<file path="src/hdl/dtsm_map.svh">
`ifndef DTSM_MAP_SVH
`define DTSM_MAP_SVH
// Register indices on the plain register port
`define DTSM_ADDR_W 3
`define DTSM_IDX_TRACK 3'h0
`define DTSM_IDX_MASK 3'h1
`define DTSM_IDX_CMD 3'h2
`define DTSM_IDX_MARKS 3'h3
`define DTSM_IDX_CNT_COUNT 3'h4
`define DTSM_IDX_CNT_KEY 3'h5
`define DTSM_IDX_CNT_DATA 3'h6
// Track orientation fields
`define DTSM_TO_ORIENT_WR 0
`define DTSM_TO_RETRY 1
`define DTSM_TO_FIRST_CMD 2
`define DTSM_TO_FMT_PAD 3
`define DTSM_TO_RW_MODE 4
`define DTSM_TO_XFER 5
`define DTSM_TO_INTENT_LO 6
`define DTSM_TO_INTENT_HI 7
// File permission mask fields
`define DTSM_FM_WR_HOME 0
`define DTSM_FM_FMT_INH 1
`define DTSM_FM_NONFMT_INH 2
`define DTSM_FM_SEEK_LO 3
`define DTSM_FM_SEEK_HI 4
`define DTSM_FM_DIAG 5
`define DTSM_FM_MASK_SET 6
`define DTSM_FM_PCI_FETCH 7
// Read/write mark fields
`define DTSM_RW_CHAN_END 0
`define DTSM_RW_NO_SEEK_LOAD 1
`define DTSM_RW_OFFSET 2
`define DTSM_RW_QSEEK 6
`define DTSM_RW_QSEEK_EOC 7
`define DTSM_RW_USED_MASK 8'hc7
`define DTSM_RESET_BYTE 8'h00
`endif

</file>
<file path="src/hdl/dtsm_pkg.sv">
package dtsm_pkg;
    typedef enum logic [1:0] {INTENT_READ, INTENT_UPDATE, INTENT_FORMAT, INTENT_TRACK} dtsm_intent_t;
    typedef enum logic [1:0] {SEEK_ALL, SEEK_CYL_HEAD, SEEK_HEAD_ONLY, SEEK_NONE} dtsm_seek_t;
    typedef enum logic [2:0] {
        CMD_READ, CMD_WRITE_HOME, CMD_WRITE_FORMAT, CMD_WRITE_UPDATE,
        CMD_SEEK_CYL_HEAD, CMD_SEEK_HEAD, CMD_SEEK_OTHER, CMD_DIAG
    } dtsm_cmd_class_t;
    typedef struct packed {
        logic [2:0] addr;
        logic [7:0] wdata;
        logic wr;
        logic rd;
    } dtsm_reg_req_t;
    typedef struct packed {
        logic start_io;
        logic initial_sel;
        logic new_cmd;
        logic [7:0] cmd_word;
        logic cmd_is_command;
        logic set_mask_cmd;
        logic [7:0] set_mask_val;
        logic count_setup;
        logic key_setup;
        logic data_setup;
        logic chan_end_only;
        logic unit_finish_sent;
        logic load_seek_suppr;
        logic load_read_exec;
        logic offset_on;
        logic offset_reset;
        logic queued_seek;
        logic chain_disc_qseek;
    } dtsm_event_t;
    typedef struct packed {
        logic valid;
        dtsm_cmd_class_t cls;
        logic ce_track;
    } dtsm_check_t;
endpackage

</file>
<file path="src/hdl/dtsm_state_regs.sv">
`timescale 1ns/10ps
`include "dtsm_map.svh"
module dtsm_state_regs #(
    parameter int CNT_W = 8
) (
    input wire logic core_clk_i,
    input wire logic resetn_i,
    input dtsm_pkg::dtsm_reg_req_t req_i,
    output logic [7:0] rdata_o,
    input dtsm_pkg::dtsm_event_t evt_i,
    input dtsm_pkg::dtsm_check_t chk_i,
    output logic chk_allow_o,
    output logic chk_reject_o,
    output logic diag_mode_o,
    output logic home_retry_allow_o,
    output logic pci_fetch_o,
    output logic xfer_mode_o
);
    import dtsm_pkg::*;

    // Counters are read back through an 8-bit port
    if (CNT_W < 1 || CNT_W > 8)
    begin : g_bad_cnt_w
        $error("CNT_W must be 1 to 8");
    end

    logic [7:0] track;
    logic [7:0] mask;
    logic [7:0] cmd;
    logic [7:0] marks;
    logic [7:0] marks_alt;
    logic [CNT_W-1:0] cnt [3];
    logic [7:0] rdata;
    logic [7:0] next_marks;
    logic [7:0] next_mask;

    wire wr_track = req_i.wr && req_i.addr == `DTSM_IDX_TRACK;
    wire wr_mask = req_i.wr && req_i.addr == `DTSM_IDX_MASK;
    wire wr_cmd = req_i.wr && req_i.addr == `DTSM_IDX_CMD;
    wire wr_marks = req_i.wr && req_i.addr == `DTSM_IDX_MARKS;
    wire in_xfer = track[`DTSM_TO_XFER];

    // Field usage counters: count, key, data
    wire [2:0] cnt_inc = {evt_i.data_setup, evt_i.key_setup, evt_i.count_setup};
    genvar gi;
    generate
        for (gi = 0; gi < 3; gi++)
        begin : g_cnt
            wire wr_this = req_i.wr && req_i.addr == (`DTSM_IDX_CNT_COUNT + 3'(gi));
            always_ff @(posedge core_clk_i or negedge resetn_i)
            begin
                if (!resetn_i)
                    cnt[gi] <= '0;
                else if (evt_i.start_io)
                    cnt[gi] <= '0;
                else if (cnt_inc[gi])
                    cnt[gi] <= cnt[gi] + CNT_W'(1);
                else if (wr_this)
                    cnt[gi] <= req_i.wdata[CNT_W-1:0];
            end
        end
    endgenerate

    // Orientation flags and write intent, software written
    always_ff @(posedge core_clk_i or negedge resetn_i)
    begin
        if (!resetn_i)
            track <= `DTSM_RESET_BYTE;
        else if (wr_track)
            track <= req_i.wdata;
    end

    wire [1:0] intent = track[`DTSM_TO_INTENT_HI:`DTSM_TO_INTENT_LO];

    // Mask: set-file-mask command loads it and sets the seen bit
    always_comb
    begin
        next_mask = mask;
        if (wr_mask)
            next_mask = req_i.wdata;
        if (evt_i.initial_sel)
            next_mask[`DTSM_FM_MASK_SET] = 1'b0;
        if (evt_i.set_mask_cmd)
        begin
            next_mask = evt_i.set_mask_val;
            next_mask[`DTSM_FM_MASK_SET] = 1'b1;
        end
    end

    always_ff @(posedge core_clk_i or negedge resetn_i)
    begin
        if (!resetn_i)
            mask <= `DTSM_RESET_BYTE;
        else
            mask <= next_mask;
    end

    // Command word: overwritten only, never cleared
    always_ff @(posedge core_clk_i or negedge resetn_i)
    begin
        if (!resetn_i)
            cmd <= `DTSM_RESET_BYTE;
        else if (evt_i.initial_sel || evt_i.new_cmd)
            cmd <= evt_i.cmd_word;
        else if (wr_cmd)
            cmd <= req_i.wdata;
    end

    // Marks: sets win over clears
    always_comb
    begin
        next_marks = marks;
        if (wr_marks)
            next_marks = req_i.wdata;
        if (evt_i.unit_finish_sent)
            next_marks[`DTSM_RW_CHAN_END] = 1'b0;
        if (evt_i.chan_end_only)
            next_marks[`DTSM_RW_CHAN_END] = 1'b1;
        if (evt_i.load_read_exec)
            next_marks[`DTSM_RW_NO_SEEK_LOAD] = 1'b0;
        if (evt_i.load_seek_suppr)
            next_marks[`DTSM_RW_NO_SEEK_LOAD] = 1'b1;
        if (evt_i.cmd_is_command || evt_i.initial_sel || evt_i.offset_reset)
            next_marks[`DTSM_RW_OFFSET] = 1'b0;
        if (evt_i.offset_on)
            next_marks[`DTSM_RW_OFFSET] = 1'b1;
        if (evt_i.initial_sel)
        begin
            next_marks[`DTSM_RW_QSEEK] = 1'b0;
            next_marks[`DTSM_RW_QSEEK_EOC] = 1'b0;
        end
        if (evt_i.queued_seek)
            next_marks[`DTSM_RW_QSEEK] = 1'b1;
        if (evt_i.chain_disc_qseek)
            next_marks[`DTSM_RW_QSEEK_EOC] = 1'b1;
        next_marks = next_marks & `DTSM_RW_USED_MASK;
    end

    // Mark events only act outside transfer mode; inside, register reused
    always_ff @(posedge core_clk_i or negedge resetn_i)
    begin
        if (!resetn_i)
            marks <= `DTSM_RESET_BYTE;
        else if (!in_xfer)
            marks <= next_marks;
    end

    always_ff @(posedge core_clk_i or negedge resetn_i)
    begin
        if (!resetn_i)
            marks_alt <= `DTSM_RESET_BYTE;
        else if (in_xfer && wr_marks)
            marks_alt <= req_i.wdata;
    end

    // Permission check
    wire [1:0] seek_code = mask[`DTSM_FM_SEEK_HI:`DTSM_FM_SEEK_LO];
    wire is_seek = chk_i.cls == CMD_SEEK_CYL_HEAD || chk_i.cls == CMD_SEEK_HEAD
        || chk_i.cls == CMD_SEEK_OTHER;
    wire diag = mask[`DTSM_FM_DIAG];
    wire seek_code_ok = (seek_code == SEEK_ALL)
        || (seek_code == SEEK_CYL_HEAD && chk_i.cls != CMD_SEEK_OTHER)
        || (seek_code == SEEK_HEAD_ONLY && chk_i.cls == CMD_SEEK_HEAD);
    wire seek_ok = seek_code_ok && (!diag || chk_i.ce_track);
    wire home_ok = mask[`DTSM_FM_WR_HOME];
    wire fmt_ok = !mask[`DTSM_FM_FMT_INH];
    wire upd_ok = !mask[`DTSM_FM_NONFMT_INH];
    logic allow;
    always_comb
    begin
        case (chk_i.cls)
            CMD_READ: allow = 1'b1;
            CMD_WRITE_HOME: allow = home_ok;
            CMD_WRITE_FORMAT: allow = fmt_ok;
            CMD_WRITE_UPDATE: allow = upd_ok;
            CMD_DIAG: allow = diag;
            default: allow = is_seek && seek_ok;
        endcase
    end
    assign chk_allow_o = chk_i.valid && allow;
    assign chk_reject_o = chk_i.valid && !allow;
    assign diag_mode_o = diag;
    assign home_retry_allow_o = !diag;
    assign pci_fetch_o = mask[`DTSM_FM_PCI_FETCH];
    assign xfer_mode_o = in_xfer;

    // Read mux, data one cycle after strobe
    logic [7:0] rsel;
    always_comb
    begin
        case (req_i.addr)
            `DTSM_IDX_TRACK: rsel = track;
            `DTSM_IDX_MASK: rsel = mask;
            `DTSM_IDX_CMD: rsel = cmd;
            `DTSM_IDX_MARKS: rsel = in_xfer ? marks_alt : marks;
            `DTSM_IDX_CNT_COUNT: rsel = 8'(cnt[0]);
            `DTSM_IDX_CNT_KEY: rsel = 8'(cnt[1]);
            `DTSM_IDX_CNT_DATA: rsel = 8'(cnt[2]);
            default: rsel = 8'h00;
        endcase
    end

    always_ff @(posedge core_clk_i or negedge resetn_i)
    begin
        if (!resetn_i)
            rdata <= `DTSM_RESET_BYTE;
        else if (req_i.rd)
            rdata <= rsel;
        else
            rdata <= `DTSM_RESET_BYTE;
    end
    assign rdata_o = rdata;
    wire unused_intent = ^intent;
endmodule

</file>
<file path="config.mk">
export PLATFORM = sky130hd
export DESIGN_NAME = dtsm_state_regs
export DESIGN_NICKNAME = d
export VERILOG_FILES = /design/src/hdl/dtsm_pkg.sv /design/src/hdl/dtsm_state_regs.sv
export VERILOG_INCLUDE_DIRS = /design/src /design/src/hdl
export SDC_FILE = /design/constraint.sdc
export NUM_CORES = 1
export LEC_CHECK = 0
export ABC_AREA = 1
export BUFFER_PORTS_ARGS = -buffer_cell sky130_fd_sc_hd__clkbuf_2
export CORE_MARGIN = 4
export CORE_UTILIZATION = 50
export CTS_BUF_LIST = sky130_fd_sc_hd__clkbuf_16
export DETAILED_ROUTE_END_ITERATION = 10
export PLACE_DENSITY_LB_ADDON = 0.2
export SYNTH_ARGS = -nofsm -noshare
export SYNTH_HDL_FRONTEND = slang
export SYNTH_SLANG_ARGS = --single-unit
</file>
<file path="constraint.sdc">
create_clock -name core_clk_i -period 2.3 [get_ports core_clk_i]
set_clock_uncertainty 0.15 [all_clocks]
set_input_delay 0.46 -clock core_clk_i [delete_from_list [all_inputs] [get_ports core_clk_i]]
set_output_delay 0.46 -clock core_clk_i [all_outputs]
set_load 0.02 [all_outputs]
</file>
Word level (Yosys, flattened, before mapping)
Cells that the tools add are included.
{"block": "totals", "out_inout_bits": 14, "inputBits": 52, "wordCells": 107, "reg_bits": 69}
{"block": "classes", "n_addsub": 3, "n_mux": 28, "bitwise_logic": 1, "n_reduce_logical": 45, "eq_ne": 16}
{"cell": "$mux W8", "n": 16}
{"cell": "$pmux W8 S7", "n": 1}
{"cell": "$reduce_bool A3 Y1", "n": 9}
{"cell": "$add A8 B1 Y8 const B", "n": 3}
{"cell": "$eq A3 B3 Y1 const B", "n": 7}
{"cell": "$logic_and A1 B1 Y1", "n": 14}
{"cell": "$eq A3 B2 Y1 const B", "n": 4}
{"cell": "$reduce_and A2 Y1", "n": 5}
{"cell": "$mux W1", "n": 9}
{"cell": "$logic_or A1 B1 Y1", "n": 8}
{"cell": "$eq A3 B1 Y1 const B", "n": 2}
{"cell": "$logic_not A3 Y1", "n": 2}
{"cell": "$pmux W1 S5", "n": 1}
{"cell": "$logic_not A1 Y1", "n": 4}
{"cell": "$reduce_bool A2 Y1", "n": 2}
{"cell": "$ne A3 B3 Y1 const B", "n": 1}
{"cell": "$eq A2 B1 Y1 const B", "n": 1}
{"cell": "$eq A2 B2 Y1 const B", "n": 1}
{"cell": "$logic_not A2 Y1", "n": 1}
{"cell": "$mux W2", "n": 1}
{"cell": "$not A1 Y1", "n": 1}

Depth between registers and ports, before layout
{"block": "logic_depth", "ltp_word": 9, "mapped_depth": 8, "mapped_depth_nobuf": 8}

Worst setup path before layout
No wires, ideal clock.
{"block": "synth_timing", "kind": "reg-to-output", "from": "reg mask[5]", "to": "out chk_reject_o", "required_ps": 1690, "arrival_time_ps": 1428, "stages_incl_launch_ff": 8, "path_slack_ps": 262, "cell_sequence": "dfrtp_1 > inv_1 > or2_2 > nand2_1 > nand2_1 > nand2_1 > nand2_1 > nor2_1"}
{"block": "synth_via", "elab_chain_cells": 7}
{"element": "from (decl)", "line": "dtsm_state_regs.sv:28", "rtl": "logic [7:0] mask;"}
{"element": "from (signal assigned)", "line": "dtsm_state_regs.sv:93", "rtl": "mask <= `DTSM_RESET_BYTE;"}
{"element": "from (signal assigned)", "line": "dtsm_state_regs.sv:95", "rtl": "mask <= next_mask;"}
{"element": "$logic_not A1 Y1"}
{"element": "named net home_retry_allow_o", "line": "dtsm_state_regs.sv:15", "rtl": "output logic home_retry_allow_o,"}
{"element": "$logic_or A1 B1 Y1", "line": "dtsm_state_regs.sv:164", "rtl": "wire seek_ok = seek_code_ok && (!diag || chk_i.ce_track);"}
{"element": "$logic_and A1 B1 Y1", "line": "dtsm_state_regs.sv:164"}
{"element": "$logic_and A1 B1 Y1", "line": "dtsm_state_regs.sv:177", "rtl": "default: allow = is_seek && seek_ok;"}
{"element": "$pmux W1 S5", "line": "dtsm_state_regs.sv:171", "rtl": "case (chk_i.cls)"}
{"element": "$logic_not A1 Y1", "line": "dtsm_state_regs.sv:181", "rtl": "assign chk_reject_o = chk_i.valid && !allow;"}
{"element": "$logic_and A1 B1 Y1", "line": "dtsm_state_regs.sv:181"}
{"element": "to (decl)", "line": "dtsm_state_regs.sv:13", "rtl": "output logic chk_reject_o,"}
The timed path passes the listed nets, and every way through them passes these cells.

Final worst setup path
{"block": "layout_timing", "from": "reg mask[3]", "to": "out chk_allow_o"}
{"block": "layout_via", "elab_chain_cells": 8}
{"element": "$eq A2 B1 Y1", "line": "dtsm_state_regs.sv:162", "rtl": "|| (seek_code == SEEK_CYL_HEAD && chk_i.cls != CMD_SEEK_OTHER)"}
{"element": "$logic_and A1 B1 Y1", "line": "dtsm_state_regs.sv:162"}
{"element": "$logic_or A1 B1 Y1", "line": "dtsm_state_regs.sv:162"}
{"element": "$logic_or A1 B1 Y1 (*)", "line": "dtsm_state_regs.sv:163", "rtl": "|| (seek_code == SEEK_HEAD_ONLY && chk_i.cls == CMD_SEEK_HEAD);"}
{"element": "$logic_and A1 B1 Y1 (*)", "line": "dtsm_state_regs.sv:164"}
{"element": "$logic_and A1 B1 Y1 (*)", "line": "dtsm_state_regs.sv:177"}
{"element": "$pmux W1 S5 (*)", "line": "dtsm_state_regs.sv:171"}
{"element": "$logic_and A1 B1 Y1 (*)", "line": "dtsm_state_regs.sv:180", "rtl": "assign chk_allow_o = chk_i.valid && allow;"}
{"element": "to (decl)", "line": "dtsm_state_regs.sv:12", "rtl": "output logic chk_allow_o,"}
Every way passes the cells marked *; elsewhere a longest branch is shown, timed or not.

==> impl.org <==
** Status
- The run finished with clean final reports.

** Synth
- EDFF count, synth :: 0
- For this run, the register share of the synthesized area comes to slightly below 40%.
- The netlist uses 37 different library cells.
- Synthesis produced about 620 cells.
- Yosys printed 0 warnings.
- Net count after synthesis :: ~670
- Async set-or-reset flop fraction in the synthesized netlist :: 100%
- dfrtp_1 takes more of the synthesized area than any other cell.
- Portion of synthesized cell area occupied by the leading cell type :: between 30% and 40%
- Average instance area after synthesis :: just over 7 um^2
- Synth area leaders :: dfrtp_1 (40%), nand2_1 (15%), nand3_1 (8.1%), o21ai_0 (6.3%), nor2_1 (5.3%)
- For this run, the leading register cell type out of synthesis is dfrtp_1.
- The synthesized design contains approximately 70 register bits.
- Synthesized area :: 0.00437 mm^2

** Clock network
- CTS tree :: done
- Post-CTS clock slew at the launch and capture registers of the worst setup and hold paths :: approximately 0.06 ns
- Clock latency on the worst-skew pair, taken at its later pin, is 0.33 ns.
- Clock sink total :: 69
- Clock root cell :: clkbuf_16
- The H-tree was split into 3 levels.
- Worst-case clock buffer depth :: 2
- Clock tree synthesis inserted a total of 9 buffers.

** Critical path
- Count of cells along the worst register-to-register path :: 6
- For the worst setup path, the data arrival time is roughly 1.6 ns.
- Along the worst path, the maximum fanout reaches 4.
- Kind of start point of the critical path :: register
- Endpoint class of the critical path :: output port
- Critical path type :: register to output port
- Worst path required time :: around 1.7 ns
- Setup slack on the worst flop-to-flop path :: ~0.85 ns
- The worst register-to-register path begins at cnt[1].
- Crit Reg-Reg Endpoint :: cnt[2]

** Detailed routing
- Number of iterations in the first detailed-routing pass :: 7
- Wires add up to approximately 12 mm.
- Drc violations :: 0
- Vias per Instance :: 5.57
- Summing over every cut layer, the via total after detailed routing is ~4400.
- The count of nets left with antenna violations once routing finished came out at 0.
- In the final routed layout, each cell accounts on average for 15.8 um.
- In this run, the number of DRC markers left after iteration 0 of detailed routing was just under 300.

** Final layout
- From synthesis to final layout, the design area changed by 14.6%.
- The repair_antennas step left the layout with diodes totalling 0.
- In the final design database the tool counted 730 nets.
- Fill cells in the final layout number slightly below 800.
- Util after Layout :: 60.0%
- Once layout is done, the placed cells without fillers occupy between 0.005 and 0.006 mm^2.
- Fraction of layout cells with a size suffix above 1 :: 16.8%
- Most used cells in the layout excluding fill and tap cells :: nand2_1 (171), nand3_1 (71), dfrtp_1 (69), nor2_1 (62), clkbuf_2 (62)
- The library cell used most frequently in the layout, excluding fill and tap cells, is nand2_1.

** Die
- I/O pins :: 66
- The region available for standard cell placement spans about 0.0083 mm^2.
- The floorplan step defined a die boundary enclosing just over 0.01 mm^2.
- Die width :: between 100 and 150 um
- Row cnt :: 33
- The die is between 100 and 150 um tall.
- Once the floorplan was initialized, standard cells occupied between 50% and 60% of the core.

** Job
- Max-capacitance violation count :: 0

** GRT
- The via count of the first global-routing pass is 4035.
- Maximum number of pins on one net before global-route repair :: 32
- Global-route wire length before repair :: about 20 mm
- For this run, the total global-route usage over all layers was measured as roughly 25%.
- After global routing the overflow that remains totals 0.
- The initial antenna violation count is 0.

** Timing
- Setup repair after global routing left no endpoint under its margin.
- Fraction of the cycle the final worst path needs :: 94.2%
- Shortest period the worst path allows :: around 2.2 ns
- Final hold vios :: 0
- Headroom to the max-slew limit came out at between 60% and 70%.
- Final sum of negative setup slack :: 0 ns
- Setup-failing EPs final :: 0
- For the pin with the worst max-slew slack, the measured transition is ~0.57 ns.
- Count of final max-slew check failures :: 0
- Max Clk Rate :: around 460 MHz
- Setup WS post-layout :: approximately 0.13 ns

** Pwr
- Pwr Total :: 0.00354 W
- Power density over cell area :: 706 mW/mm^2
- In this run the static leakage power is between 2 and 3 nW.
- Worst voltage drop across the vdd grid :: between 0.3 and 0.4 mV

** Worst hold path
- Classification of the worst-slack hold path :: primary input to register
- Counting instances, the worst hold path has a depth of 3.
- The worst hold path begins at evt_i[1].
- The path with the worst hold slack has its endpoint at marks[6].

** Place
- Count of input and output buffers :: 64
- HPWL Detailed :: 8.89 mm
- Setup slack at placement :: approximately 0.25 ns
- Placed Instance Area :: 0.00469 mm^2
- Routability-driven placement finished with a final weighted congestion of 0.924.
## worst max-delay path, stage by stage (launching register included)
cell and delay (ns):
dfrtp_1 0.42, or2_2 0.31, a21boi_1 0.15, nand2_1 0.08, a21oi_1 0.13, buf_4 0.15
## cell type report
type / count / area, um^2 / area share [%]
multi-input cells: 463 / 2220 / 44.4
flip-flops and latches: 69 / 1730 / 34.5
repair buffers: 74 / 413 / 8.25
clock buffers: 9 / 225 / 4.50
inverters: 58 / 225 / 4.50
well taps: 105 / 131 / 2.62
clock inverters: 7 / 60.1 / 1.20
## layer usage
metal	share of wire, %	vias up	track usage [%]
li1	-	2147	-
met1	45	2041	34.5
met2	47	160	39.4
met3	6.2	23	3.93
met4	2.3	0	10.0
met5	0	-	0
## stage by stage
step | hold slack [ns] | instances
3_3_place_gp | 0.140 | 766
2_1_floorplan | 0.0144 | 616
3_5_place_dp | 0.141 | 766
6_report | 0.232 | 785
5_1_grt | 0.256 | 785
4_1_cts | 0.221 | 783
## repair_timing
item / 4_1_cts / 5_1_grt
setup endpoints to repair: 0 / 2
buffers inserted: 0 / 2
hold buffers: 1 / 0
resized for setup: 0 / 3
endpoints found under the hold margin: 3 / 0
## synth_stat cells (2+ instances only)
library cell / count
buf_6: 8
o21ai_2: 8
buf_2: 9
o21ai_0: 55
o21ai_4: 2
nor2_1: 62
nand4_1: 15
o21ai_1: 11
ha_1: 3
or2_2: 2
nor2_4: 4
inv_1: 51
xor2_1: 2
buf_1: 2
o21bai_1: 2
nand2_1: 171
dfrtp_1: 69
buf_4: 3
a21oi_1: 38
nand3_1: 71
a31oi_1: 3
nand3b_1: 4
clkbuf_1: 3
inv_2: 4
nand3_2: 2
## state kept, by name, indices dropped and copies added (netlist names)
register,count
rdata_o,8
track,8
cmd,8
mask,8
marks,5
cnt,24
marks_alt,8
## logic make-up (layout without fill, tap and decap cells)
kind of cell	Yosys count	after routing	synth area share [%]
xor gates and xnor gates	2	2	0.401
adders and majority gates	3	3	0.859
buffers and inverters	84	148	9.54
and+or+nand+nor	337	337	34.3
DFF	69	69	39.5
AOI/OAI and AO/OA	121	121	15.4
## worst max-delay path by stage
stage | from | depth (start not counted) | endpoint | slack, ns
2_1_floorplan | mask[5] | 7 | chk_reject_o | 0.26
4_1_cts | mask[3] | 5 | chk_allow_o | 0.05
3_5_place_dp | chk_i[1] | 6 | chk_allow_o | 0.25
6_report | mask[3] | 5 | chk_allow_o | 0.13
5_1_grt | mask[5] | 8 | chk_reject_o | 0.03
3_3_place_gp | chk_i[1] | 6 | chk_allow_o | 0.28
## where the power goes
part	total, W	switching [W]	internal (W)
clock network	0.00133	0.000506	0.000823
registers	0.00151	0.000124	0.00138
logic	0.000701	0.000450	0.000250
Note: power is estimated with default switching activity, not from simulation.
